<file path="src/hw/cold_load_params.svh">
// Offsets, field positions, reset values and timing counts of the cold-load guard.
// Assumes inclusion by bare name from each design file that needs them.
`ifndef COLD_LOAD_PARAMS_SVH
`define COLD_LOAD_PARAMS_SVH

// ****************************************
// Register byte offsets
// ****************************************
`define OFS_CTRL 8'h00
`define OFS_LOADOFF 8'h04
`define OFS_SETTLE 8'h08
`define OFS_MAXBLK 8'h0c
`define OFS_STATUS 8'h10
`define OFS_IRQ_STATUS 8'h14
`define OFS_IRQ_CLEAR 8'h18
`define OFS_IRQ_ENABLE 8'h1c

// ****************************************
// Field positions
// ****************************************
`define CTRL_MODE_LSB 0
`define CTRL_RUN_BIT 2
`define CTRL_EXT_SEL_BIT 3
`define CTRL_SW_BLOCK_BIT 4
`define EV_ENABLE_RISE 0
`define EV_ENABLE_FALL 1
`define EV_INRUSH 2
`define EV_MAXBLK 3

// ****************************************
// Reset values
// ****************************************
`define CTRL_RESET 5'h00
`define LOADOFF_RESET 16'h0064
`define SETTLE_RESET 16'h000a
`define MAXBLK_RESET 16'h03e8
`define IRQ_ENABLE_RESET 4'h0

// ****************************************
// Timing
// ****************************************
`define CLK_PERIOD_NS 40
`define TICK_PERIOD_NS 1000000
`define TICK_CYCLES (`TICK_PERIOD_NS / `CLK_PERIOD_NS)

`endif

</file>
<file path="src/hw/cold_load_pkg.sv">
// Types shared by the cold-load guard design files.
// Assumes compilation before any module that imports it.
package cold_load_pkg;

  // ****************************************
  // Detection modes and sequence states
  // ****************************************
  typedef enum logic [1:0] {
    DET_BREAKER = 2'b00,
    DET_UNDER = 2'b01,
    DET_AND = 2'b10,
    DET_OR = 2'b11
  } detect_mode_t;

  typedef enum logic [2:0] {
    ST_WARM = 3'b000,
    ST_LOADOFF = 3'b001,
    ST_COLD = 3'b010,
    ST_ARMED = 3'b011,
    ST_INRUSH = 3'b100,
    ST_SETTLE = 3'b101
  } guard_state_t;

endpackage

</file>
<file path="src/hw/cold_load_inrush_guard.sv">
// Cold-load guard: detects warm-to-cold load transitions and holds a
// desensitising enable through the following inrush, with an AXI4-Lite
// register slave and a level interrupt.
// Assumes breaker_position and ext_block are asynchronous pins; current
// comparator flags and auto_reclose_active come from logic on ref_clk.
//
// What this block does
// - Detect cold load by breaker open, undercurrent, both, or either.
// - Start the load-off delay when cold load is detected.
// - Raise the cold-load enable when the load-off delay expires.
// - Start inrush supervision when the cold condition ends.
// - Register inrush once current exceeds the inrush threshold.
// - Inrush ends once current falls to ninety percent of threshold.
// - After inrush, drop the enable when the settle timer or the max-block timer expires.
// - Max-block timer starts with supervision; expiry drops the enable.
// - Stop max-block timer when current stays below 0.9 threshold for settle time.
// - Suppress the whole function while the selected block input is set.
// - Block automatically while an auto-reclose sequence runs.
// - Produce only the enable indication, never a trip.
`timescale 1ns/100ps
`include "cold_load_params.svh"
module cold_load_inrush_guard #(
  parameter int ADDR_W = 8,
  parameter int TIMER_W = 16,
  parameter int TICK_CYCLES = `TICK_CYCLES,
  parameter bit HAS_AUTO_RECLOSE = 1'b1
) (
  input wire logic ref_clk,
  input wire logic arst_n,
  input wire logic [ADDR_W-1:0] s_axi_awaddr,
  input wire logic s_axi_awvalid,
  output logic s_axi_awready,
  input wire logic [31:0] s_axi_wdata,
  input wire logic [3:0] s_axi_wstrb,
  input wire logic s_axi_wvalid,
  output logic s_axi_wready,
  output logic [1:0] s_axi_bresp,
  output logic s_axi_bvalid,
  input wire logic s_axi_bready,
  input wire logic [ADDR_W-1:0] s_axi_araddr,
  input wire logic s_axi_arvalid,
  output logic s_axi_arready,
  output logic [31:0] s_axi_rdata,
  output logic [1:0] s_axi_rresp,
  output logic s_axi_rvalid,
  input wire logic s_axi_rready,
  input wire logic breaker_position,
  input wire logic ext_block,
  input wire logic cold_load_undercurrent_flag,
  input wire logic inrush_above,
  input wire logic inrush_below_ninety,
  input wire logic auto_reclose_active,
  output logic cold_load_enable,
  output logic irq
);
  import cold_load_pkg::*;

  localparam int TICK_W = $clog2(TICK_CYCLES + 1);
  localparam logic [1:0] RESP_OKAY = 2'b00;
  localparam logic [1:0] RESP_SLVERR = 2'b10;

  // ****************************************
  // Declarations
  // ****************************************
  logic [4:0] ctrl;
  logic [TIMER_W-1:0] t_loadoff;
  logic [TIMER_W-1:0] t_settle;
  logic [TIMER_W-1:0] t_maxblk;
  logic [3:0] irq_status;
  logic [3:0] irq_enable;
  logic [3:0] events;
  logic [3:0] clear_bits;
  logic [1:0] pins_level;
  logic breaker_closed;
  logic ext_block_level;
  logic [TICK_W-1:0] tick_count;
  logic tick;
  guard_state_t state;
  guard_state_t next_state;
  logic cold;
  logic blocked;
  logic loadoff_expired;
  logic settle_expired;
  logic maxblk_expired;
  logic loadoff_running;
  logic settle_running;
  logic maxblk_running;
  logic aw_held;
  logic w_held;
  logic [ADDR_W-1:0] aw_addr;
  logic [31:0] w_data;
  logic [3:0] w_strb;
  logic do_write;

  // ****************************************
  // Helpers
  // ****************************************
  // Enable is held in every state past the load-off delay
  function automatic logic state_on(input guard_state_t s);
    return (s == ST_COLD) || (s == ST_ARMED) || (s == ST_INRUSH) || (s == ST_SETTLE);
  endfunction

  // Byte-lane merge of a write into an old word
  function automatic logic [31:0] merge(input logic [31:0] old, input logic [31:0] data,
                                        input logic [3:0] strb);
    logic [31:0] res;
    res = old;
    for (int b = 0; b < 4; b++) begin
      if (strb[b]) begin
        res[8*b +: 8] = data[8*b +: 8];
      end
    end
    return res;
  endfunction

  // Address decode shared by read and write paths
  function automatic logic mapped(input logic [ADDR_W-1:0] a);
    return (a == `OFS_CTRL) || (a == `OFS_LOADOFF) || (a == `OFS_SETTLE) ||
           (a == `OFS_MAXBLK) || (a == `OFS_STATUS) || (a == `OFS_IRQ_STATUS) ||
           (a == `OFS_IRQ_CLEAR) || (a == `OFS_IRQ_ENABLE);
  endfunction

  // ****************************************
  // Inputs and timebase
  // ****************************************
  pin_sync #(
    .WIDTH(2)
  ) u_pin_sync (
    .ref_clk(ref_clk),
    .arst_n(arst_n),
    .pin({ext_block, breaker_position}),
    .level(pins_level)
  );
  assign breaker_closed = pins_level[0];
  assign ext_block_level = pins_level[1];

  // Free-running tick divider shared by all delay timers
  always_ff @(posedge ref_clk or negedge arst_n) begin
    if (!arst_n) begin
      tick_count <= '0;
      tick <= 1'b0;
    end else if (tick_count == TICK_W'(TICK_CYCLES - 1)) begin
      tick_count <= '0;
      tick <= 1'b1;
    end else begin
      tick_count <= tick_count + TICK_W'(1);
      tick <= 1'b0;
    end
  end

  // ****************************************
  // Detection and blocking
  // ****************************************
  // Cold condition per the selected detection mode
  always_comb begin
    unique case (detect_mode_t'(ctrl[`CTRL_MODE_LSB +: 2]))
      DET_BREAKER: cold = !breaker_closed;
      DET_UNDER: cold = cold_load_undercurrent_flag;
      DET_AND: cold = !breaker_closed && cold_load_undercurrent_flag;
      DET_OR: cold = !breaker_closed || cold_load_undercurrent_flag;
    endcase
  end

  // Stopped function, selected external pin, software block or reclosing
  assign blocked = !ctrl[`CTRL_RUN_BIT] || ctrl[`CTRL_SW_BLOCK_BIT] ||
                   (ctrl[`CTRL_EXT_SEL_BIT] && ext_block_level) ||
                   (HAS_AUTO_RECLOSE && auto_reclose_active);

  // ****************************************
  // Sequence
  // ****************************************
  always_comb begin
    next_state = state;
    if (blocked) begin
      next_state = ST_WARM;
    end else begin
      unique case (state)
        ST_WARM: if (cold) next_state = ST_LOADOFF;
        ST_LOADOFF: begin
          if (!cold) next_state = ST_WARM;
          else if (loadoff_expired) next_state = ST_COLD;
        end
        ST_COLD: if (!cold) next_state = ST_ARMED;
        ST_ARMED: begin
          if (cold) next_state = ST_COLD;
          else if (maxblk_expired) next_state = ST_WARM;
          else if (inrush_above) next_state = ST_INRUSH;
          else if (inrush_below_ninety) next_state = ST_SETTLE;
        end
        ST_INRUSH: begin
          if (cold) next_state = ST_COLD;
          else if (maxblk_expired) next_state = ST_WARM;
          else if (inrush_below_ninety) next_state = ST_SETTLE;
        end
        ST_SETTLE: begin
          if (cold) next_state = ST_COLD;
          else if (settle_expired) next_state = ST_WARM;
          else if (maxblk_expired) next_state = ST_WARM;
          else if (inrush_above) next_state = ST_INRUSH;
          else if (!inrush_below_ninety) next_state = ST_INRUSH;
        end
        default: next_state = ST_WARM;
      endcase
    end
  end

  // The enable is a signal only; nothing here can trip
  always_ff @(posedge ref_clk or negedge arst_n) begin
    if (!arst_n) begin
      state <= ST_WARM;
      cold_load_enable <= 1'b0;
    end else begin
      state <= next_state;
      cold_load_enable <= state_on(next_state);
    end
  end

  // ****************************************
  // Delay timers
  // ****************************************
  tick_timer #(
    .WIDTH(TIMER_W)
  ) u_loadoff (
    .ref_clk(ref_clk),
    .arst_n(arst_n),
    .tick(tick),
    .start(state != ST_LOADOFF && next_state == ST_LOADOFF),
    .stop(next_state != ST_LOADOFF),
    .preset(t_loadoff),
    .running(loadoff_running),
    .expired(loadoff_expired)
  );

  // Max-block runs from the end of the cold condition to the drop of enable
  tick_timer #(
    .WIDTH(TIMER_W)
  ) u_maxblk (
    .ref_clk(ref_clk),
    .arst_n(arst_n),
    .tick(tick),
    .start(state == ST_COLD && next_state == ST_ARMED),
    .stop(next_state == ST_WARM || next_state == ST_COLD),
    .preset(t_maxblk),
    .running(maxblk_running),
    .expired(maxblk_expired)
  );

  // Settle restarts on every fresh entry below ninety percent
  tick_timer #(
    .WIDTH(TIMER_W)
  ) u_settle (
    .ref_clk(ref_clk),
    .arst_n(arst_n),
    .tick(tick),
    .start(state != ST_SETTLE && next_state == ST_SETTLE),
    .stop(next_state != ST_SETTLE),
    .preset(t_settle),
    .running(settle_running),
    .expired(settle_expired)
  );

  // ****************************************
  // Interrupt status
  // ****************************************
  assign events[`EV_ENABLE_RISE] = !state_on(state) && state_on(next_state);
  assign events[`EV_ENABLE_FALL] = state_on(state) && !state_on(next_state);
  assign events[`EV_INRUSH] = state != ST_INRUSH && next_state == ST_INRUSH;
  assign events[`EV_MAXBLK] = maxblk_expired;
  assign clear_bits = (do_write && aw_addr == `OFS_IRQ_CLEAR && w_strb[0]) ? w_data[3:0] : 4'h0;

  // A set in the clearing cycle wins, so no event is lost
  always_ff @(posedge ref_clk or negedge arst_n) begin
    if (!arst_n) begin
      irq_status <= 4'h0;
      irq <= 1'b0;
    end else begin
      irq_status <= (irq_status & ~clear_bits) | events;
      irq <= |(((irq_status & ~clear_bits) | events) & irq_enable);
    end
  end

  // ****************************************
  // AXI4-Lite write channel
  // ****************************************
  assign s_axi_awready = !aw_held && !s_axi_bvalid;
  assign s_axi_wready = !w_held && !s_axi_bvalid;
  assign do_write = aw_held && w_held && !s_axi_bvalid;

  // Address and data are taken in either order and held until both are in
  always_ff @(posedge ref_clk or negedge arst_n) begin
    if (!arst_n) begin
      aw_held <= 1'b0;
      w_held <= 1'b0;
      aw_addr <= '0;
      w_data <= 32'h0;
      w_strb <= 4'h0;
      s_axi_bvalid <= 1'b0;
      s_axi_bresp <= RESP_OKAY;
    end else begin
      if (s_axi_awvalid && s_axi_awready) begin
        aw_held <= 1'b1;
        aw_addr <= s_axi_awaddr;
      end
      if (s_axi_wvalid && s_axi_wready) begin
        w_held <= 1'b1;
        w_data <= s_axi_wdata;
        w_strb <= s_axi_wstrb;
      end
      if (do_write) begin
        aw_held <= 1'b0;
        w_held <= 1'b0;
        s_axi_bvalid <= 1'b1;
        s_axi_bresp <= (mapped(aw_addr) && aw_addr != `OFS_STATUS &&
                        aw_addr != `OFS_IRQ_STATUS) ? RESP_OKAY : RESP_SLVERR;
      end else if (s_axi_bready) begin
        s_axi_bvalid <= 1'b0;
      end
    end
  end

  // Configuration registers; read-only words ignore writes
  always_ff @(posedge ref_clk or negedge arst_n) begin
    if (!arst_n) begin
      ctrl <= `CTRL_RESET;
      t_loadoff <= `LOADOFF_RESET;
      t_settle <= `SETTLE_RESET;
      t_maxblk <= `MAXBLK_RESET;
      irq_enable <= `IRQ_ENABLE_RESET;
    end else if (do_write) begin
      unique case (aw_addr)
        `OFS_CTRL: ctrl <= 5'(merge(32'(ctrl), w_data, w_strb));
        `OFS_LOADOFF: t_loadoff <= TIMER_W'(merge(32'(t_loadoff), w_data, w_strb));
        `OFS_SETTLE: t_settle <= TIMER_W'(merge(32'(t_settle), w_data, w_strb));
        `OFS_MAXBLK: t_maxblk <= TIMER_W'(merge(32'(t_maxblk), w_data, w_strb));
        `OFS_IRQ_ENABLE: irq_enable <= 4'(merge(32'(irq_enable), w_data, w_strb));
        default: ;
      endcase
    end
  end

  // ****************************************
  // AXI4-Lite read channel
  // ****************************************
  assign s_axi_arready = !s_axi_rvalid;

  // One-cycle read latency; unmapped offsets answer zero with an error
  always_ff @(posedge ref_clk or negedge arst_n) begin
    if (!arst_n) begin
      s_axi_rvalid <= 1'b0;
      s_axi_rdata <= 32'h0;
      s_axi_rresp <= RESP_OKAY;
    end else if (s_axi_arvalid && s_axi_arready) begin
      s_axi_rvalid <= 1'b1;
      s_axi_rresp <= mapped(s_axi_araddr) ? RESP_OKAY : RESP_SLVERR;
      unique case (s_axi_araddr)
        `OFS_CTRL: s_axi_rdata <= {27'h0, ctrl};
        `OFS_LOADOFF: s_axi_rdata <= {16'h0, t_loadoff};
        `OFS_SETTLE: s_axi_rdata <= {16'h0, t_settle};
        `OFS_MAXBLK: s_axi_rdata <= {16'h0, t_maxblk};
        `OFS_STATUS: s_axi_rdata <= {20'h0, loadoff_running, settle_running, maxblk_running,
                                     blocked, cold_load_undercurrent_flag, breaker_closed,
                                     cold, cold_load_enable, 1'b0, state};
        `OFS_IRQ_STATUS: s_axi_rdata <= {28'h0, irq_status};
        `OFS_IRQ_ENABLE: s_axi_rdata <= {28'h0, irq_enable};
        default: s_axi_rdata <= 32'h0;
      endcase
    end else if (s_axi_rready) begin
      s_axi_rvalid <= 1'b0;
    end
  end

endmodule

</file>
<file path="src/hw/pin_sync.sv">
// Three-stage synchroniser for asynchronous pin levels.
// Assumes the pins are slow levels; output follows once stages two and three agree.
`timescale 1ns/100ps
module pin_sync #(
  parameter int WIDTH = 1
) (
  input wire logic ref_clk,
  input wire logic arst_n,
  input wire logic [WIDTH-1:0] pin,
  output logic [WIDTH-1:0] level
);

  logic [WIDTH-1:0] meta;
  logic [WIDTH-1:0] stage2;
  logic [WIDTH-1:0] stage3;

  // Shift chain; the first stage feeds only the second
  always_ff @(posedge ref_clk or negedge arst_n) begin
    if (!arst_n) begin
      meta <= '0;
      stage2 <= '0;
      stage3 <= '0;
    end else begin
      meta <= pin;
      stage2 <= meta;
      stage3 <= stage2;
    end
  end

  // Accept a bit only when the last two stages agree
  always_ff @(posedge ref_clk or negedge arst_n) begin
    if (!arst_n) begin
      level <= '0;
    end else begin
      for (int i = 0; i < WIDTH; i++) begin
        if (stage2[i] == stage3[i]) begin
          level[i] <= stage3[i];
        end
      end
    end
  end

endmodule

</file>
<file path="src/hw/tick_timer.sv">
// Loadable down-counting delay timer clocked by timebase ticks.
// Assumes tick is a one-cycle pulse; start has priority over stop.
`timescale 1ns/100ps
module tick_timer #(
  parameter int WIDTH = 16
) (
  input wire logic ref_clk,
  input wire logic arst_n,
  input wire logic tick,
  input wire logic start,
  input wire logic stop,
  input wire logic [WIDTH-1:0] preset,
  output logic running,
  output logic expired
);

  logic [WIDTH-1:0] count;

  // Presets 0 and 1 both mean one tick; preset N otherwise takes N ticks
  always_ff @(posedge ref_clk or negedge arst_n) begin
    if (!arst_n) begin
      count <= '0;
      running <= 1'b0;
      expired <= 1'b0;
    end else begin
      expired <= 1'b0;
      if (start) begin
        count <= preset;
        running <= 1'b1;
      end else if (stop) begin
        running <= 1'b0;
      end else if (running && tick) begin
        if (count <= WIDTH'(1)) begin
          running <= 1'b0;
          expired <= 1'b1;
        end else begin
          count <= count - WIDTH'(1);
        end
      end
    end
  end

endmodule

</file>
<file path="config.mk">
export PLATFORM = sky130hd
export DESIGN_NAME = cold_load_inrush_guard
export DESIGN_NICKNAME = d
export VERILOG_FILES = /design/src/hw/cold_load_pkg.sv /design/src/hw/cold_load_inrush_guard.sv /design/src/hw/pin_sync.sv /design/src/hw/tick_timer.sv
export VERILOG_INCLUDE_DIRS = /design/src /design/src/hw
export SDC_FILE = /design/constraint.sdc
export NUM_CORES = 1
export LEC_CHECK = 0
export BUFFER_PORTS_ARGS = -buffer_cell sky130_fd_sc_hd__buf_2
export CAP_MARGIN = 0
export CORE_MARGIN = 2
export CORE_UTILIZATION = 59
export CTS_CLUSTER_SIZE = 25
export DETAILED_ROUTE_END_ITERATION = 16
export PLACE_DENSITY = 0.8
export REMOVE_ABC_BUFFERS = 1
export SKIP_LAST_GASP = 1
export SLEW_MARGIN = 20
export SYNTH_ARGS = -nofsm -noshare
export SYNTH_HDL_FRONTEND = slang
export SYNTH_HIERARCHICAL = 1
export SYNTH_SLANG_ARGS = --single-unit
</file>
<file path="constraint.sdc">
create_clock -name ref_clk -period 3.3 [get_ports ref_clk]
set_clock_uncertainty 0.05 [all_clocks]
set_input_delay 0.99 -clock ref_clk [delete_from_list [all_inputs] [get_ports ref_clk]]
set_output_delay 0.99 -clock ref_clk [all_outputs]
set_load 0.1 [all_outputs]
</file>
==> Yosys cells after proc, flatten, opt, wreduce, memory -nomap -nowiden <==
Cells that the tools add are included.
{ "word_totals": {"reg_bits": 210, "in_bits": 65, "word_cells": 248, "out_inout_bits": 43} }
{ "op_classes": {"n_addsub": 4, "eq_ne": 43, "n_bitwise": 4, "n_reduce_logical": 88, "muxes": 68, "n_lt_le_gt_ge": 3} }
{ "ops": {"columns": ["operator", "n"], "rows": [
  ["$mux 16", 12],
  ["$pmux 16 s7", 1],
  ["$eq 8x5->1 const B", 8],
  ["$le 16x1->1 const B", 3],
  ["$mux 3", 16],
  ["$sub 16x1->16 const B", 3],
  ["$mux 1", 33],
  ["$reduce_and 3->1", 11],
  ["$eq 8x4->1 const B", 4],
  ["$logic_or 1x1->1", 25],
  ["$logic_and 1x1->1", 22],
  ["$pmux 3 s6", 1],
  ["$reduce_bool 3->1", 6],
  ["$eq 8x3->1 const B", 2],
  ["$logic_not 8->1", 2],
  ["$ne 8x5->1 const B", 2],
  ["$add 15x1->15 const B", 1],
  ["$eq 15x15->1 const B", 1],
  ["$mux 15", 1],
  ["$reduce_bool 2->1", 7],
  ["$eq 3x2->1 const B", 4],
  ["$eq 3x3->1 const B", 4],
  ["$ne 2x1->1 const B", 6],
  ["$ne 3x3->1 const B", 3],
  ["other kinds (16)", 32]
]} }

==> Longest topological paths before layout <==
Gate-level depths: netlist of the first run.
{ "depth": {"ltp_word": 16, "depth_mapped": 12, "depth_no_buf": 11} }

==> Modules after synthesis <==
Netlist of the first run, hierarchy kept.
{ "modules_own_cells": {"columns": ["mod", "cells_per_inst", "seq_area_each_um2", "area_per_inst_um2", "n_inst"], "rows": [
  ["cold_load_inrush_guard", 501, 3266.9, 5974.5, 1],
  ["tick_timer", 113, 450.4, 1124.8, 3],
  ["pin_sync", 10, 200.2, 222.7, 1]
]} }

==> Worst setup path before layout of the first run <==
No wires, ideal clock.
{ "synth_timing": {"path_kind": "register to register", "startpoint": "register s_axi_bvalid", "endpoint": "register aw_addr[0]", "path_stages_with_launch": 5, "n_path_buf": 1, "setup_slack_ps": -6, "arrival_time_ps": 3131, "setup_time_ps": 125, "path_cell_list": "dfrtp_1 > nor2_1 > and2_1 > clkbuf_1 > mux2_2"} }
{ "synth_between": {"elab_chain_cells": 3} }
{ "synth_rtl": {"columns": ["item", "line", "source"], "rows": [
  ["from (decl)", "cold_load_inrush_guard.sv:38", "output logic s_axi_bvalid,"],
  ["from (signal assigned)", "cold_load_inrush_guard.sv:297", "s_axi_bvalid <= 1'b0;"],
  ["from (signal assigned)", "cold_load_inrush_guard.sv:312", "s_axi_bvalid <= 1'b1;"],
  ["from (signal assigned)", "cold_load_inrush_guard.sv:316", "s_axi_bvalid <= 1'b0;"],
  ["$logic_not 1->1", "cold_load_inrush_guard.sv:285", "assign s_axi_awready = !aw_held && !s_axi_bvalid;"],
  ["$logic_and 1x1->1", "cold_load_inrush_guard.sv:285", null],
  ["net s_axi_awready", "cold_load_inrush_guard.sv:32", "output logic s_axi_awready,"],
  ["$logic_and 1x1->1", "cold_load_inrush_guard.sv:300", "if (s_axi_awvalid && s_axi_awready) begin"],
  ["to (signal assigned)", "cold_load_inrush_guard.sv:302", "aw_addr <= s_axi_awaddr;"],
  ["to (decl)", "cold_load_inrush_guard.sv:90", "logic [ADDR_W-1:0] aw_addr;"]
]} }
The timed path passes the listed nets, and every way through them passes these cells.
A chain may end at the register's enable or synchronous reset.

==> Worst setup path in the final report of the first run <==
{ "layout_timing": {"startpoint": "input port inrush_above", "endpoint": "register u_maxblk.count[6]"} }
{ "layout_between": {"elab_chain_cells": 10} }
{ "layout_rtl": {"columns": ["item", "line", "source"], "rows": [
  ["from (decl)", "cold_load_inrush_guard.sv:50", "input wire logic inrush_above,"],
  ["$mux 3", "cold_load_inrush_guard.sv:199", "else if (inrush_above) next_state = ST_INRUSH;"],
  ["$mux 3", "cold_load_inrush_guard.sv:198", "else if (maxblk_expired) next_state = ST_WARM;"],
  ["$mux 3", "cold_load_inrush_guard.sv:197", "else if (settle_expired) next_state = ST_WARM;"],
  ["$mux 3", "cold_load_inrush_guard.sv:196", "if (cold) next_state = ST_COLD;"],
  ["$pmux 3 s6 *", "cold_load_inrush_guard.sv:177", "unique case (state)"],
  ["$mux 3 *", "cold_load_inrush_guard.sv:174", "if (blocked) begin"],
  ["net next_state[0]", "cold_load_inrush_guard.sv:79", "guard_state_t next_state;"],
  ["$eq 3x2->1 (tied with other cells)", "cold_load_inrush_guard.sv:242", ".stop(next_state == ST_WARM || next_state == ST_COLD),"],
  ["$logic_or 1x1->1 / $logic_and 1x1->1 (equally long branches)", "cold_load_inrush_guard.sv:242, cold_load_inrush_guard.sv:241", null],
  ["$ne 2x1->1 (no source line) / $reduce_bool 2->1 (equally long branches)", null, null],
  ["$reduce_and 3->1 (no source line)", null, null],
  ["to (signal assigned)", "tick_timer.sv:28", "count <= preset;"],
  ["to (signal assigned)", "tick_timer.sv:37", "count <= count - WIDTH'(1);"],
  ["to (decl)", "tick_timer.sv:17", "logic [WIDTH-1:0] count;"]
]} }
Mark *: on every way through the listed nets, which the timed path passes. The rest lies on a longest branch.

==> results of run 1 <==
state kept, by name, indices dropped and copies added (netlist names), 5 cells and up:
| register | cells |
|---|---|
| t_settle | 16 |
| aw_addr | 8 |
| u_maxblk/count | 16 |
| t_maxblk | 16 |
| s_axi_rdata | 16 |
| ctrl | 5 |
| u_settle/count | 16 |
| tick_count | 15 |
| u_loadoff/count | 16 |
| t_loadoff | 16 |
| w_data | 16 |
routing by layer:
metal,up-vias,global-route usage [%]
met5,-,0
met4,0,9.360
met3,37,5.363
met2,234,41.08
met1,3468,36.39
li1,3207,-
power by group:
group	switching (mW)	internal, mW	total (mW)
clock	0.948	1.16	2.11
sequential	0.329	2.63	2.96
combinational	0.633	0.381	1.01
total	1.91	4.18	6.09
cells by family after synthesis:
| logic type | count (synthesis) | synth area share (%) |
|---|---|---|
| fa+ha+maj | 9 | 1.150 |
| simple gates | 269 | 16.09 |
| compound gates | 154 | 10.72 |
| other cells | 1 | 0.03918 |
| mux | 109 | 13.23 |
| xor+xnor | 53 | 4.850 |
| buf+inv | 63 | 3.582 |
| flops | 192 | 50.34 |
metrics by stage:
step / setup slack [ns] / setup TNS [ns] / area [sq um] / hold WS (ns)
after floorplan: -1.067 / -16.72 / 9360 / 0.2812
after global placement: -0.1291 / -0.6272 / 10330 / 0.2843
after detailed placement: -0.2290 / -2.508 / 10330 / 0.2847
after CTS: 0.2298 / 0 / 10930 / 0.2895
after global routing: 0.001144 / 0 / 10930 / 0.3150
final: 0.1922 / 0 / 10930 / 0.2841
how the worst max path moves through the flow:
| stage | start | to | slack [ns] | depth (start not counted) |
|---|---|---|---|---|
| 3_5_place_dp | inrush_above | u_maxblk/count[6] | -0.23 | 12 |
| 6_report | inrush_above | u_maxblk/count[6] | 0.19 | 12 |
| 5_1_grt | state[1] | u_maxblk/count[6] | 0.001 | 10 |
| 4_1_cts | inrush_above | u_maxblk/count[6] | 0.23 | 12 |
| 3_3_place_gp | cold_load_undercurrent_flag | u_maxblk/count[6] | -0.13 | 11 |
| 2_1_floorplan | auto_reclose_active | u_maxblk/count[14] | -1.07 | 4 |
layout make-up:
| cell class | count | area [sq um] |
|---|---|---|
| Fill cell | 1159 | 4954 |
| Sequential cell | 192 | 4818 |
| Multi-Input combinational cell | 612 | 4486 |
| Timing Repair Buffer | 107 | 684.4 |
| Clock buffer | 18 | 439.2 |
| Tap cell | 216 | 270.3 |
| Clock inverter | 14 | 166.4 |
| Inverter | 18 | 67.56 |
cell usage after synthesis, types with 10 or more instances:
cell type and n:
clkbuf_1 16, dfstp_2 11, inv_1 18, mux2i_1 14, xor2_1 30, nor3_1 14
buf_4 19, nor2_1 44, nand2_1 105, mux2_2 90, xnor2_1 23, nand3_1 17
nand4_1 10, o21ai_0 42, dfrtp_1 181, o21ai_1 30, a21oi_1 22
==> run_results.csv, run 1 <==
group,metric,value,unit
power_and_ir_drop,p_total,6.086,mW
floorplanning,die_area,0.01726,sq mm
sta,finalSetupViolations,0,
detailed_routing,drt-total-wl,21540,um
critical_path,start_kind,"input pin",
cells_and_area,final-instance-count-excl-fill,1177,
worst_hold_path,hp-class,"flip-flop to flip-flop",
synth,ys_seq_elements,192,
sta,worst_slew_pin_slew,1.166,ns
synth,synth_area_per_cell,11.26,sq um
clock_tree,cts_buffers,17,
run,cap_violations,0,
clock_tree,insertion_delay,0.43,ns
floorplanning,fp.coreArea,0.01589,sq mm
clock_tree,cts_tree,"done",
critical_path,critical_path_buf_inv_count,1,
power_and_ir_drop,p_leak,5.069,nW
critical_path,cp-end-kind,"flip-flop",
synth,yosysWarnings,6,
floorplanning,ios,108,
floorplanning,placementRows,46,
critical_path,cp_top_family,"simple AND/OR/NAND/NOR gates",
detailed_routing,wl_met1,9412,um
detailed_routing,wl_met3,1386,um
worst_hold_path,worstHoldPathCells,0,
detailed_routing,wl_per_cell,18.30,um
synth,netlist_instances,850,
global_routing,grt_max_degree,80,
placed_design,post-dp-hpwl,15430,um
placed_design,numPortBuffers,71,
cells_and_area,utilization,68.82,%
cells_and_area,final_common_cell,"dfrtp_1",
detailed_routing,drc,0,
cells_and_area,drive_gt1_share,31.43,%
critical_path,critical_path_required,3.57,ns
critical_path,r2r-end,"u_maxblk/count[6]",
global_routing,gr-total-overflow,0,
detailed_routing,wl_met2,10220,um
synth,synth.top_cell.area_share,47.32,%
clock_tree,cts_root_buffer,"clkbuf_16",
sta,slew_viol_final,0,
sta,timing.fmax,321.8,MHz
clock_tree,clk_pin_slew_worst_paths,0.08,ns
sta,fin_crit,3.108,ns
critical_path,critical_path.cell_chain,"buf_2, nor4bb_1, a31oi_1, nor3_1, a21oi_1, a21oi_1, nor2_1, nand3b_4, or3_1, a2111oi_2, xnor2_1, o21ai_1",
clock_tree,htree_levels,4,
critical_path,r2r-start,"state[1]",
placed_design,place_inst,1145,
global_routing,grt_antenna_before_repair,0,
clock_tree,clockBufferDepth,2,
critical_path,timing.critical_path.mode_cell,"a21oi_1",
floorplanning,die_w,131.4,um
cells_and_area,nNetsFinal,1020,
critical_path,slowest_delay,0.40,ns
global_routing,grt_pass1_wl,35770,um
critical_path,worst_r2r_path_depth,10,
clock_tree,cts_setup_buffers,0,
floorplanning,fp.dieH,131.4,um
synth,synth_edf_count,0,
synth,synth_area_leaders,"dfrtp_1 (47%), mux2_2 (11%), nand2_1 (4.1%), dfstp_2 (3.0%), xor2_1 (2.7%)",
power_and_ir_drop,ir_drop,693.5,uV
detailed_routing,drt_iter0_markers,670,
synth,ys_types,66,
synth,yosys_most_used_dff,"dfrtp_1",
synth,async_flop_share,100.0,%
detailed_routing,highest_layer,"met4",
worst_hold_path,hp-start,"u_pin_sync/meta[1]",
cells_and_area,n_antenna_cell,0,
global_routing,grt_pass1_vias,6831,
cells_and_area,most-common-layout-cells,"dfrtp_1 (181), nand2_1 (105), mux2_2 (90)",
detailed_routing,dr.pass1.iters,5,
run_status,status,"finished clean",
synth,syn_area,0.009572,sq mm
synth,synth.largest_area_cell,"dfrtp_1",
synth,yosysSeqAreaShare,50.34,%
critical_path,crit_arrival,3.37,ns
clock_tree,clkSinkCount,192,
worst_hold_path,hold_end,"u_pin_sync/stage2[1]",
detailed_routing,antenna_left,0,
clock_tree,hold_buffers,0,
detailed_routing,num_vias,6946,
cells_and_area,syn_to_final_growth,14.21,%
detailed_routing,routed_via_density,5.901,
clock_tree,cts_resized,0,
placed_design,place_congestion,0.9014,
critical_path,crit_fanout,4,
floorplanning,start_util,60.26,%
critical_path,rrSetupSlack,0.22,ns
sta,relSlewSlack,22.10,%
sta,timing.final.crit_share,94.18,%
sta,hold_viol_final,0,
sta,rsz0062_at_grt,"false",
power_and_ir_drop,cellPowerDensity,556.7,mW/mm^2
global_routing,track_usage,26.14,%
critical_path,timing_worst_setup_path_type,"input pin to flip-flop",
critical_path,crit_path_top_delay_cell,"or3_1",
Note: power is estimated with default switching activity, not from simulation.
==> run 2, diff against run 1 <==
CELL_PAD_IN_SITES_DETAIL_PLACEMENT = 0   (was unset)
CELL_PAD_IN_SITES_GLOBAL_PLACEMENT = 2   (was unset)
CORE_UTILIZATION = 39   (was 59)
PLACE_DENSITY = unset   (was 0.8)
PLACE_DENSITY_LB_ADDON = 0.1   (was unset)
==> run 2 against run 1 <==
Register-to-register slack better by 0.05 ns. Sequential power hardly changed. Core utilization decreased by 23 points. Fmax increased by 0.72%. Count of clock-buffer cells in the layout up 2.
==> run_results.csv, run 2 (synthesis gave the netlist of run 1 again) <==
group,metric,value,unit
run_status,status,"finished clean",
worst_hold_path,hp-class,"flip-flop to flip-flop",
critical_path,crit_fanout,4,
cells_and_area,syn_to_final_growth,16.24,%
sta,hold_viol_final,0,
critical_path,timing.critical_path.mode_cell,"a21oi_1",
global_routing,grt_antenna_before_repair,0,
critical_path,worst_r2r_path_depth,10,
placed_design,post-dp-hpwl,17530,um
clock_tree,cts_tree,"done",
sta,timing.final.crit_share,93.51,%
clock_tree,hold_buffers,0,
floorplanning,fp.coreArea,0.02418,sq mm
critical_path,cp-end-kind,"flip-flop",
detailed_routing,routed_via_density,5.229,
cells_and_area,drive_gt1_share,31.95,%
power_and_ir_drop,p_total,6.099,mW
cells_and_area,utilization,46.02,%
detailed_routing,drt_iter0_markers,448,
floorplanning,die_area,0.02581,sq mm
clock_tree,clk_pin_slew_worst_paths,0.07,ns
floorplanning,placementRows,57,
critical_path,crit_arrival,3.36,ns
global_routing,grt_max_degree,71,
worst_hold_path,worstHoldPathCells,0,
run,cap_violations,0,
detailed_routing,wl_per_cell,18.26,um
detailed_routing,drt-total-wl,23570,um
clock_tree,cts_root_buffer,"clkbuf_16",
clock_tree,cts_setup_buffers,0,
global_routing,gr-total-overflow,0,
detailed_routing,num_vias,6751,
critical_path,critical_path_required,3.57,ns
sta,fin_tns_setup,0,ns
floorplanning,die_w,160.7,um
global_routing,track_usage,19.08,%
clock_tree,cts_resized,0,
placed_design,numPortBuffers,71,
clock_tree,clockBufferDepth,2,
power_and_ir_drop,p_leak,5.112,nW
placed_design,place_congestion,0.8500,
detailed_routing,antenna_left,0,
power_and_ir_drop,ir_drop,340.6,uV
cells_and_area,final_common_cell,"dfrtp_1",
sta,timing.fmax,324.1,MHz
floorplanning,ios,108,
cells_and_area,most-common-layout-cells,"dfrtp_1 (181), nand2_1 (105), mux2_2 (90)",
power_and_ir_drop,cellPowerDensity,548.2,mW/mm^2
cells_and_area,final-instance-count-excl-fill,1291,
clock_tree,htree_levels,4,
critical_path,critical_path.cell_chain,"buf_2, buf_4, o21ai_0, a31oi_1, nor3_1, a21oi_1, a21oi_1, nand2_1, nand3b_4, or3_1, a2111oi_2, xnor2_1, o21ai_1",
cells_and_area,nNetsFinal,1028,
critical_path,timing_worst_setup_path_type,"input pin to flip-flop",
detailed_routing,dr.pass1.iters,5,
sta,finalSetupViolations,0,
clock_tree,cts_buffers,17,
sta,worst_slew_pin_slew,0.7646,ns
cells_and_area,fillers,2290,
floorplanning,start_util,39.59,%
critical_path,slowest_delay,0.40,ns
placed_design,place_inst,1261,
critical_path,start_kind,"input pin",
sta,fin_crit,3.086,ns
sta,relSlewSlack,48.91,%
clock_tree,insertion_delay,0.43,ns
global_routing,grt_pass1_wl,38320,um
cells_and_area,n_antenna_cell,0,
detailed_routing,drc,0,
sta,slew_viol_final,0,
critical_path,crit_path_top_delay_cell,"or3_1",
floorplanning,fp.dieH,160.7,um
clock_tree,clkSinkCount,192,
sta,whs,0.3094,ns
global_routing,grt_pass1_vias,6806,
-- run 2: cell types whose count changed in the layout (fill, tap and decap cells not counted), sizes merged --
cell / previous run / this run
clkinv: 1 / 4
inv: 26 / 22
clkinvlp: 3 / 0
buf: 106 / 114
clkbuf: 19 / 21
-- run 2: path summary, 6_finish.rpt --
path,start,to,slack (ns)
setup reg to reg,state[1],u_maxblk/count[6],0.27
setup / recovery,inrush_above,u_settle/count[6],0.21
hold reg to reg,u_pin_sync/meta[0],u_pin_sync/stage2[0],0.31
hold / removal,u_pin_sync/meta[0],u_pin_sync/stage2[0],0.31
max in group asynchronous,arst_n,t_settle[1],1.92
min in group asynchronous,arst_n,s_axi_bvalid,0.46
-- run 2: per-stage QoR --
stage          area, sq um  worst slack (ns)
2_1_floorplan         9360            -1.067
3_3_place_gp         10530           -0.2156
3_5_place_dp         10530           -0.2383
4_1_cts              11120            0.1919
5_1_grt              11130         -0.006110
6_report             11130            0.2142
-- run 2: critical path, delay by kind of cell --
family | cells | cell delay, ns
AND/OR/NAND/NOR | 4 | 0.88
buffers and inverters | 2 | 0.25
AO/OA/AOI/OAI | 6 | 1.07
XOR/XNOR | 1 | 0.18
-- run 2: cell type report --
class / count / area (sq um) / share of cell area (%)
Multi-Input combinational cell: 612 / 4494 / 40.40
Inverter: 18 / 67.56 / 0.6073
Timing Repair Buffer: 115 / 757.0 / 6.804
Tap cell: 324 / 405.4 / 3.644
Clock inverter: 10 / 126.4 / 1.136
Sequential cell: 192 / 4818 / 43.31
Clock buffer: 20 / 456.7 / 4.105
-- run 2: per-layer routing --
| metal | part of all wire [%] | GRT usage, % | wire [um] |
|---|---|---|---|
| met1 | 47 | 26.87 | 11110 |
| met2 | 48 | 30.66 | 11270 |
| met3 | 3.1 | 2.608 | 732 |
| met4 | 2.0 | 6.020 | 461 |
| met5 | 0 | 0 | 0 |
-- run 2: power by group --
| part | internal [mW] | leakage [nW] | switching, mW |
|---|---|---|---|
| clock network | 1.16 | 0.288 | 0.940 |
| logic | 0.390 | 2.30 | 0.631 |
| registers | 2.63 | 2.53 | 0.343 |
| total | 4.18 | 5.11 | 1.91 |
